## src/pkg/pwm_consts.svh

```systemverilog
// Register offsets, field positions, reset values and timing counts of the
// compare PWM generator.
// Assumes inclusion by bare name from package and design files alike.
`ifndef PWM_CONSTS_SVH
`define PWM_CONSTS_SVH

// ----------------------------------------------------------------------
// Register offsets (word addresses on the plain register port)
// ----------------------------------------------------------------------
`define OFS_CTRL_ONE 3'h0
`define OFS_CTRL_TWO 3'h1
`define OFS_PRIMARY 3'h2
`define OFS_SECONDARY 3'h3
`define OFS_PERIOD 3'h4
`define OFS_COUNT 3'h5

// ----------------------------------------------------------------------
// Control one fields
// ----------------------------------------------------------------------
`define POS_MODE_LO 0
`define POS_TRIG_MODE 3
`define POS_FLAG_A 4
`define POS_FLAG_B 5
`define POS_FLAG_C 6
`define POS_EN_A 7
`define POS_EN_B 8
`define POS_EN_C 9
`define POS_TBSEL_LO 10
`define POS_IDLE_STOP 13
`define CTRL_ONE_MASK 16'h3FFF

// ----------------------------------------------------------------------
// Control two fields
// ----------------------------------------------------------------------
`define POS_SYNC_LO 0
`define POS_TRIG_SEL 7
`define POS_FLT_OUT 14
`define POS_FLT_HOLD 15
`define CTRL_TWO_MASK 16'hC09F

// ----------------------------------------------------------------------
// Reset values and codes
// ----------------------------------------------------------------------
`define RST_CTRL_ONE 16'h0000
`define RST_CTRL_TWO 16'h000C
`define RST_WORD 16'h0000
`define SYNC_SELF 5'h1F
`define SYNC_WIDTH 5
`define TICK_SYNC_STAGES 3

`endif

```

## src/pkg/pwm_pkg.sv

```systemverilog
// Types shared by the compare PWM generator files.
// Assumes pwm_consts.svh sits beside it on the include path.
package pwm_pkg;
    typedef enum logic [2:0] {
        MODE_OFF = 3'h0,
        MODE_SS_LO = 3'h1,
        MODE_SS_HI = 3'h2,
        MODE_SC_TOG = 3'h3,
        MODE_DC_SS = 3'h4,
        MODE_DC_CONT = 3'h5,
        MODE_EDGE = 3'h6,
        MODE_CENTER = 3'h7
    } out_mode_type;

    typedef enum logic [2:0] {
        TB_TIMER_B = 3'h0,
        TB_TIMER_C = 3'h1,
        TB_UNIMP_2 = 3'h2,
        TB_UNIMP_3 = 3'h3,
        TB_TIMER_A = 3'h4,
        TB_RES_5 = 3'h5,
        TB_RES_6 = 3'h6,
        TB_PERIPH = 3'h7
    } tb_sel_type;

    // Gray order along the usual path: idle, running, fault
    typedef enum logic [1:0] {
        ST_IDLE = 2'b00,
        ST_RUN = 2'b01,
        ST_FAULT = 2'b11
    } pwm_state_type;
endpackage

```

## src/hw/tick_sync.sv

```systemverilog
// Three-stage synchroniser with agreement filter for one pin level.
// Assumes a single clock; input may change at any time.
`timescale 1ns/1ns
`default_nettype none
module tick_sync (
    // Clock and reset
    input wire logic clk,
    input wire logic reset_n,
    // Level in and filtered level out
    input wire logic din,
    output logic dout
);
    logic s1_ff;
    logic s2_ff;
    logic s3_ff;

    // First stage only feeds the second, so metastability never leaks
    always_ff @(posedge clk) begin
        if (!reset_n) begin
            s1_ff <= 1'b0;
            s2_ff <= 1'b0;
            s3_ff <= 1'b0;
        end else begin
            s1_ff <= din;
            s2_ff <= s1_ff;
            s3_ff <= s2_ff;
        end
    end

    always_ff @(posedge clk) begin
        if (!reset_n) begin
            dout <= 1'b0;
        end else if (s2_ff == s3_ff) begin
            dout <= s3_ff;
        end
    end
endmodule
`default_nettype wire

```

## src/hw/compare_pwm_generator.sv

```systemverilog
// Compare channel in PWM operation: time base, double-buffered duty,
// fault override and the register port.
// Assumes timer prescaler ticks, fault pins and comparator arrive
// asynchronously; the register master shares REF_CLK.
//
// Chosen here: the placing of the registers and the plain strobed port.
`timescale 1ns/1ns
`default_nettype none
`include "pwm_consts.svh"
module compare_pwm_generator #(
    parameter int WIDTH = 16
) (
    // Clock and reset
    input wire logic REF_CLK,
    input wire logic RESET_N,
    // Register port
    input wire logic [2:0] REG_ADDR,
    input wire logic [15:0] REG_WDATA,
    input wire logic REG_WRITE,
    input wire logic REG_READ,
    output logic [15:0] REG_RDATA,
    // Time base ticks from timer prescalers
    input wire logic TIMER_A_TICK,
    input wire logic TIMER_B_TICK,
    input wire logic TIMER_C_TICK,
    // System state
    input wire logic CPU_IDLE,
    // Fault sources
    input wire logic FAULT_INPUT_A,
    input wire logic FAULT_INPUT_B,
    input wire logic COMPARATOR_ONE_OUT,
    // Output pin and sync out
    output logic PWM_OUTPUT_PIN,
    output logic PWM_OUTPUT_PIN_OE_N,
    output logic SYNC_OUT
);
    import pwm_pkg::*;

    generate
        if (WIDTH != 16) begin : g_bad_width
            $error("compare_pwm_generator supports WIDTH 16 only");
        end
    endgenerate

    // ------------------------------------------------------------------
    // Functions
    // ------------------------------------------------------------------
    function automatic logic is_pwm(input logic [2:0] m);
        is_pwm = (m == MODE_EDGE) || (m == MODE_CENTER);
    endfunction

    function automatic logic rising(input logic now, input logic was);
        rising = now && !was;
    endfunction

    // ------------------------------------------------------------------
    // Registers
    // ------------------------------------------------------------------
    logic [15:0] ctrl_one_ff;
    logic [15:0] ctrl_two_ff;
    logic [15:0] primary_compare_value_ff;
    logic [15:0] secondary_compare_value_ff;
    logic [15:0] timer_period_value_ff;
    logic [15:0] act_primary_ff;
    logic [15:0] act_secondary_ff;
    logic [15:0] count_ff;
    logic dir_down_ff;
    logic out_ff;
    pwm_state_type state_ff;
    logic [2:0] tick_prev_ff;
    logic [2:0] tick_lvl;
    logic tick_a_lvl;
    logic [2:0] fault_sync;
    logic idle_sync;

    logic [2:0] output_mode_select;
    logic [2:0] timebase_source_select;
    logic idle_stop_control;
    logic [2:0] fault_en;
    logic [2:0] fault_flags;
    logic fault_output_level;
    logic fault_hold_select;
    logic pwm_on;
    logic tick;
    logic period_end;
    logic [2:0] fault_event;
    logic any_fault_live;
    logic any_flag;
    logic release_now;
    logic wr_one;
    assign output_mode_select = ctrl_one_ff[`POS_MODE_LO +: 3];
    assign timebase_source_select = ctrl_one_ff[`POS_TBSEL_LO +: 3];
    assign idle_stop_control = ctrl_one_ff[`POS_IDLE_STOP];
    assign fault_en = {ctrl_one_ff[`POS_EN_C], ctrl_one_ff[`POS_EN_B],
                       ctrl_one_ff[`POS_EN_A]};
    assign fault_flags = {ctrl_one_ff[`POS_FLAG_C], ctrl_one_ff[`POS_FLAG_B],
                          ctrl_one_ff[`POS_FLAG_A]};
    assign fault_output_level = ctrl_two_ff[`POS_FLT_OUT];
    assign fault_hold_select = ctrl_two_ff[`POS_FLT_HOLD];
    assign pwm_on = is_pwm(output_mode_select);
    assign wr_one = REG_WRITE && (REG_ADDR == `OFS_CTRL_ONE);

    // ------------------------------------------------------------------
    // Synchronisers for pins and foreign ticks
    // ------------------------------------------------------------------
    logic [5:0] async_in;
    logic [5:0] async_out;
    assign async_in = {CPU_IDLE, COMPARATOR_ONE_OUT, FAULT_INPUT_B,
                       FAULT_INPUT_A, TIMER_C_TICK, TIMER_B_TICK};
    assign tick_lvl = {tick_a_lvl, async_out[1:0]};
    assign fault_sync = async_out[4:2];
    assign idle_sync = async_out[5];

    genvar g;
    generate
        for (g = 0; g < 6; g = g + 1) begin : g_sync
            tick_sync u_sync (
                .clk(REF_CLK),
                .reset_n(RESET_N),
                .din(async_in[g]),
                .dout(async_out[g])
            );
        end
    endgenerate

    tick_sync u_sync_a (
        .clk(REF_CLK),
        .reset_n(RESET_N),
        .din(TIMER_A_TICK),
        .dout(tick_a_lvl)
    );

    always_ff @(posedge REF_CLK) begin
        if (!RESET_N) begin
            tick_prev_ff <= 3'h0;
        end else begin
            tick_prev_ff <= tick_lvl;
        end
    end

    // ------------------------------------------------------------------
    // Time base selection
    // ------------------------------------------------------------------
    // Reserved and unimplemented codes give no ticks, so the count stalls
    always_comb begin
        case (timebase_source_select)
            TB_PERIPH: tick = 1'b1;
            TB_TIMER_A: tick = rising(tick_lvl[2], tick_prev_ff[2]);
            TB_TIMER_C: tick = rising(tick_lvl[1], tick_prev_ff[1]);
            TB_TIMER_B: tick = rising(tick_lvl[0], tick_prev_ff[0]);
            default: tick = 1'b0;
        endcase
    end

    logic run;
    assign run = pwm_on && tick && !(idle_stop_control && idle_sync);

    // Period end is the count meeting the period value in edge mode, or reaching zero while counting down in center mode
    assign period_end = run && (output_mode_select == MODE_EDGE
                        ? (count_ff == timer_period_value_ff)
                        : (dir_down_ff && count_ff == 16'h0000));

    // ------------------------------------------------------------------
    // Counter
    // ------------------------------------------------------------------
    always_ff @(posedge REF_CLK) begin
        if (!RESET_N) begin
            count_ff <= `RST_WORD;
            dir_down_ff <= 1'b0;
        end else if (!pwm_on) begin
            count_ff <= `RST_WORD;
            dir_down_ff <= 1'b0;
        end else if (run) begin
            if (output_mode_select == MODE_EDGE) begin
                dir_down_ff <= 1'b0;
                if (count_ff == timer_period_value_ff) begin
                    count_ff <= `RST_WORD;
                end else begin
                    count_ff <= count_ff + 16'h0001;
                end
            end else if (!dir_down_ff) begin
                // Center mode: up to period, then back down to zero
                if (count_ff == timer_period_value_ff) begin
                    dir_down_ff <= (timer_period_value_ff != 16'h0000);
                    if (timer_period_value_ff != 16'h0000) begin
                        count_ff <= count_ff - 16'h0001;
                    end
                end else begin
                    count_ff <= count_ff + 16'h0001;
                end
            end else if (count_ff == 16'h0000) begin
                dir_down_ff <= 1'b0;
                count_ff <= 16'h0001;
            end else begin
                count_ff <= count_ff - 16'h0001;
            end
        end
    end

    // Self sync pulse marks each period end
    always_ff @(posedge REF_CLK) begin
        if (!RESET_N) begin
            SYNC_OUT <= 1'b0;
        end else begin
            SYNC_OUT <= period_end;
        end
    end

    // ------------------------------------------------------------------
    // Duty double buffer
    // ------------------------------------------------------------------
    always_ff @(posedge REF_CLK) begin
        if (!RESET_N) begin
            act_primary_ff <= `RST_WORD;
            act_secondary_ff <= `RST_WORD;
        end else if (!pwm_on || period_end) begin
            act_primary_ff <= primary_compare_value_ff;
            act_secondary_ff <= secondary_compare_value_ff;
        end
    end

    // ------------------------------------------------------------------
    // Fault detection and state
    // ------------------------------------------------------------------
    assign fault_event = fault_sync & fault_en & {3{pwm_on}};
    assign any_fault_live = |fault_event;
    assign any_flag = |(fault_flags & fault_en);
    // Hold select 1: leave once flags are cleared; 0: at new period
    assign release_now = !any_fault_live &&
                         (fault_hold_select ? !any_flag : period_end);

    always_ff @(posedge REF_CLK) begin
        if (!RESET_N) begin
            state_ff <= ST_IDLE;
        end else if (!pwm_on) begin
            state_ff <= ST_IDLE;
        end else begin
            case (state_ff)
                ST_IDLE: state_ff <= ST_RUN;
                ST_RUN: begin
                    if (any_fault_live) begin
                        state_ff <= ST_FAULT;
                    end
                end
                ST_FAULT: begin
                    if (release_now) begin
                        state_ff <= ST_RUN;
                    end
                end
                default: state_ff <= ST_IDLE;
            endcase
        end
    end

    // ------------------------------------------------------------------
    // Output waveform
    // ------------------------------------------------------------------
    logic wave;
    always_comb begin
        if (act_secondary_ff > timer_period_value_ff) begin
            wave = 1'b1;
        end else if (output_mode_select == MODE_EDGE) begin
            // Low from the primary match up to period end
            wave = (count_ff < act_primary_ff);
        end else begin
            wave = (count_ff >= act_primary_ff) &&
                   (count_ff < act_secondary_ff);
        end
    end

    always_ff @(posedge REF_CLK) begin
        if (!RESET_N) begin
            out_ff <= 1'b0;
        end else if (!pwm_on || state_ff == ST_IDLE) begin
            out_ff <= 1'b0;
        end else if (state_ff == ST_FAULT || any_fault_live) begin
            out_ff <= fault_output_level;
        end else begin
            out_ff <= wave;
        end
    end

    always_ff @(posedge REF_CLK) begin
        if (!RESET_N) begin
            PWM_OUTPUT_PIN <= 1'b0;
            PWM_OUTPUT_PIN_OE_N <= 1'b1;
        end else begin
            PWM_OUTPUT_PIN <= out_ff;
            PWM_OUTPUT_PIN_OE_N <= !pwm_on;
        end
    end

    // ------------------------------------------------------------------
    // Register writes
    // ------------------------------------------------------------------
    // Hardware set wins over a software clear in the same cycle
    always_ff @(posedge REF_CLK) begin
        if (!RESET_N) begin
            ctrl_one_ff <= `RST_CTRL_ONE;
        end else begin
            if (wr_one) begin
                ctrl_one_ff <= REG_WDATA & `CTRL_ONE_MASK;
            end
            if (wr_one) begin
                ctrl_one_ff[`POS_FLAG_A +: 3] <= REG_WDATA[`POS_FLAG_A +: 3]
                                               | fault_event;
            end else begin
                ctrl_one_ff[`POS_FLAG_A +: 3] <= fault_flags
                                               | fault_event;
            end
        end
    end

    always_ff @(posedge REF_CLK) begin
        if (!RESET_N) begin
            ctrl_two_ff <= `RST_CTRL_TWO;
        end else if (REG_WRITE && REG_ADDR == `OFS_CTRL_TWO) begin
            ctrl_two_ff <= REG_WDATA & `CTRL_TWO_MASK;
        end
    end

    always_ff @(posedge REF_CLK) begin
        if (!RESET_N) begin
            primary_compare_value_ff <= `RST_WORD;
            secondary_compare_value_ff <= `RST_WORD;
            timer_period_value_ff <= `RST_WORD;
        end else if (REG_WRITE) begin
            if (REG_ADDR == `OFS_PRIMARY) begin
                primary_compare_value_ff <= REG_WDATA;
            end
            if (REG_ADDR == `OFS_SECONDARY) begin
                secondary_compare_value_ff <= REG_WDATA;
            end
            if (REG_ADDR == `OFS_PERIOD) begin
                timer_period_value_ff <= REG_WDATA;
            end
        end
    end

    // ------------------------------------------------------------------
    // Register reads
    // ------------------------------------------------------------------
    always_ff @(posedge REF_CLK) begin
        if (!RESET_N) begin
            REG_RDATA <= 16'h0000;
        end else if (REG_READ) begin
            case (REG_ADDR)
                `OFS_CTRL_ONE: REG_RDATA <= ctrl_one_ff & `CTRL_ONE_MASK;
                `OFS_CTRL_TWO: REG_RDATA <= ctrl_two_ff;
                `OFS_PRIMARY: REG_RDATA <= primary_compare_value_ff;
                `OFS_SECONDARY: REG_RDATA <= secondary_compare_value_ff;
                `OFS_PERIOD: REG_RDATA <= timer_period_value_ff;
                `OFS_COUNT: REG_RDATA <= count_ff;
                default: REG_RDATA <= 16'h0000;
            endcase
        end else begin
            REG_RDATA <= 16'h0000;
        end
    end
endmodule
`default_nettype wire

```

## config.mk

```make
export PLATFORM = sky130hd
export DESIGN_NAME = compare_pwm_generator
export DESIGN_NICKNAME = d
export VERILOG_FILES = /design/src/pkg/pwm_pkg.sv /design/src/hw/tick_sync.sv /design/src/hw/compare_pwm_generator.sv
export VERILOG_INCLUDE_DIRS = /design/src /design/src/pkg
export SDC_FILE = /design/constraint.sdc
export NUM_CORES = 1
export LEC_CHECK = 0
export BUFFER_PORTS_ARGS = -buffer_cell sky130_fd_sc_hd__buf_2
export CAP_MARGIN = 20
export CELL_PAD_IN_SITES_DETAIL_PLACEMENT = 1
export CELL_PAD_IN_SITES_GLOBAL_PLACEMENT = 2
export CORE_ASPECT_RATIO = 1.75
export CORE_MARGIN = 2
export CORE_UTILIZATION = 38
export CTS_CLUSTER_SIZE = 40
export DETAILED_ROUTE_END_ITERATION = 8
export GPL_TIMING_DRIVEN = 0
export HOLD_SLACK_MARGIN = 0.05
export MAX_ROUTING_LAYER = met4
export PLACE_DENSITY = 0.78
export SLEW_MARGIN = 10
export SYNTH_ARGS = -nofsm -noshare
export SYNTH_HDL_FRONTEND = slang
export SYNTH_HIERARCHICAL = 1
export SYNTH_SLANG_ARGS = --single-unit
```

## constraint.sdc

```tcl
create_clock -name REF_CLK -period 3.44 [get_ports REF_CLK]
set_clock_uncertainty 0.2 [all_clocks]
set_input_delay 0 -clock REF_CLK [delete_from_list [all_inputs] [get_ports REF_CLK]]
set_output_delay 0 -clock REF_CLK [all_outputs]
set_load 0.02 [all_outputs]
```

==> metrics.md <==
| Metric | Value |
|---|---|
| Clock buffer depth | `2` |
| Outcome | `completed` |
| Clock sinks | `172` |
| Clock transition at the registers of the reported paths | `about 70 ps` |
| Reg2reg setup slack | `190 ps` |
| Async SR Flop Fraction | `0%` |
| Max-slew violations | `0` |
| Placed Cells | `1385` |
| Worst r2r src | `count_ff[12]` |
| CP Capture Type | `register` |
| Placement-stage cell area | `9430 sq um` |
| HPWL Detailed | `roughly 25000 um` |
| Area growth, synth to finish | `18.2%` |
| Total gr overflow | `0` |
| Worst R2R Path Depth | `8` |
| Antenna violations before repair | `0` |
| Root buffer cell | `clkbuf_16` |
| Fmax | `around 310 MHz` |
| Worst path arrival time | `3370 ps` |
| Min-Delay Path Class | `in -> reg` |
| Post-Synthesis Cell Area | `8820 sq um` |
| Drt pass-1 iters | `4` |
| Core area | `22700 sq um` |
| Diode count | `0` |
| Capturing point of the worst reg2reg path | `count_ff[9]` |
| Crit Path Category | `reg -> reg` |
| Post-DR wirelength/cell | `roughly 22 um` |
| Final ANT Viol Nets | `0` |
| Setup ws final | `~190 ps` |
| IO Count | `slightly below 50` |
| Die ar. | `between 20000 and 25000 sq um` |
| Post-place setup slack | `-107 ps` |
| Number of synthesized register bits | `172` |
| Post-Syn Area per Cell | `8.49 sq um` |
| Sequential share of the synthesized area | `39.0%` |
| Syn_nets | `1119` |
| Worst hold path endpoint | `REG_RDATA[1]` |
| Ranking of synthesized cells by area | `dfxtp_1 39%, nand2_1 7.9%, ha_1 7.1%` |
| RSZ-0062 raised after global routing | `false` |
| Least-Margin Pin Slew | `1150 ps` |
| WHS | `118 ps` |
| Gpl congestion | `0.903` |
| Shortest period the worst path allows | `3250 ps` |
| Post-CTS Setup Repair Bufs | `0` |
| Peak fanout along the critical path | `10` |
| Final wirelength | `about 32000 um` |
| Starting density of the core | `38.8%` |
| Vias in the first global route | `8421` |
| Hold Path Origin | `REG_ADDR[0]` |
| Worst hold path depth | `4` |
| PortBufs | `46` |
| Most common flop cell mapped by yosys | `dfxtp_1` |
| Via density | `between 5 and 6` |
| Chip height | `between 200 and 250 um` |
| Post-synth top area cell | `dfxtp_1` |
| Crit path required time | `about 3600 ps` |
| Synthesis Warnings | `6` |
| Final Cycle Share | `94.6%` |
| Max_slew headroom | `21.2%` |
| DRC | `0` |
| Largest net degree at the start of global routing | `30` |
| DRT iter0 DRCs | `476` |
| Cell Rows | `73` |
| All-layer global routing usage | `27.4%` |
| Post-synth EDFFs | `0` |
| Max-Cap Viols | `0` |
| TritonCTS clock tree | `built` |
| Synth top area share | `39.0%` |
| Global-route wire length before repair | `48500 um` |
| Pwr per Cell Area | `432 nW/um^2` |
| Layout cell share with drive strength beyond 1 | `10.9%` |
| Final net count | `around 1200` |
| Final Cell Area | `about 10000 sq um` |
| Worst IR drop on VDD | `405 uV` |
| Die width | `119 um` |
| Setup violators final | `0` |
| Total number of vias | `8025` |
| CP Launch Type | `register` |
| Pleak | `between 4 and 5 nW` |
| Tot Pwr | `4.50 mW` |
| H-tree levels | `4` |
| Non-Filler Instances | `approximately 1500` |
| Synth cell types | `73` |
| Hold Fails Final Rpt | `0` |
| Clock Latency Late Sink | `460 ps` |
| CTS buffer count | `17` |
| Synth Instances | `1039` |
==> stage by stage <==
step,util (%),TNS [ps]
floorplan,-,0
global placement,41.5,-188
detailed placement,41.5,-135
CTS,45.8,0
global route,45.8,0
finish,45.8,0
==> cells by family after synthesis <==
family | Yosys count | share of synthesized area, %
flops | 172 | 39.0
buf+inv | 115 | 5.40
xor+xnor | 18 | 1.79
compound gates | 252 | 20.3
mux | 43 | 4.89
fa+ha+maj | 50 | 7.09
simple gates | 389 | 21.5
==> sequential cells by signal, summed over array words and instances (netlist names), 2 cells and up <==
name and cells:
g_sync.u_sync/s3_ff 6, state_ff 2, timer_period_value_ff 16, primary_compare_value_ff 16, count_ff 16, g_sync.u_sync/s1_ff 6
REG_RDATA 16, act_secondary_ff 16, tick_prev_ff 3, secondary_compare_value_ff 16, g_sync.u_sync/dout 6, ctrl_two_ff 8
ctrl_one_ff 14, act_primary_ff 16, g_sync.u_sync/s2_ff 6
==> cell type report <==
cell class	count	area (sq um)
multi-input cells	752	4930
well taps	300	375
fillers	2725	12300
plain buffers	62	279
repair buffers	82	591
flip-flops and latches	172	3440
clock inverters	10	128
clock buffers	22	484
inverters	52	195
==> what timing repair did <==
| item | in CTS | in global routing |
|---|---|---|
| endpoints found under the setup margin | 3 | 2 |
| endpoints found under the hold margin | 104 | 0 |
| hold buffers | 36 | 0 |
| gates resized for setup | 4 | 3 |
==> per-layer routing <==
| layer | share of wire [%] | GRT usage [%] |
|---|---|---|
| met2 | 55 | 51.4 |
| met1 | 38 | 27.0 |
| met3 | 2.1 | 3.10 |
| met4 | 5.1 | 16.1 |
| met5 | 0 | - |
==> where the power goes <==
group,switching (mW),internal [mW],total (mW)
sequential,0.0320,2.03,2.06
clock,0.871,1.16,2.03
combinational,0.257,0.157,0.414
==> critical path, cell delays in order (launching register included) <==
cell and delay (ps):
dfxtp_1 370, clkbuf_1 380, xor2_1 220, nor4_2 480
a41oi_2 390, nor2_1 240, buf_2 300, nand2_1 100
a311oi_1 440
==> cells in the final DEF, fill, tap and decap left out, types with 7 or more instances in the layout <==
cell	count
xor2_1	17
mux2i_1	42
clkbuf_1	44
dfxtp_1	172
nand2_1	186
a21boi_1	12
a22oi_1	26
nor2b_1	37
ha_1	50
nor4_1	10
a21boi_0	60
nand4_1	13
a31oi_1	8
o21ai_1	10
buf_2	58
and2_1	28
a21o_1	11
nor3_1	13
o22ai_1	9
nor2_1	41
inv_1	52
clkbuf_16	17
nand3_1	18
a21oi_1	51
dlygate4sd3_1	36
and2_2	7
o21ai_0	11
a221oi_1	7
==> cells in the mapped netlist (17+ instances only) <==
| master | number |
|---|---|
| nand2_1 | 186 |
| dfxtp_1 | 172 |
| a21boi_0 | 60 |
| inv_1 | 52 |
| a21oi_1 | 51 |
| ha_1 | 50 |
| clkbuf_1 | 45 |
| nor2_1 | 43 |
| mux2i_1 | 42 |
| nor2b_1 | 37 |
| and2_1 | 28 |
| a22oi_1 | 26 |
| nand3_1 | 18 |
| xor2_1 | 17 |
==> how the worst max path moves through the flow <==
| stage | start | end | slack (ps) | cells past startpoint |
|---|---|---|---|---|
| after floorplan | count_ff[5] | act_primary_ff[0] | 1050 | 8 |
| after global placement | ctrl_one_ff[1] | count_ff[10] | -100 | 7 |
| after detailed placement | ctrl_one_ff[1] | count_ff[10] | -110 | 7 |
| after CTS | count_ff[8] | count_ff[9] | 90 | 8 |
| after global routing | count_ff[12] | count_ff[9] | 50 | 8 |
| final | count_ff[12] | count_ff[9] | 190 | 8 |
(Power assumes the default switching activity.)
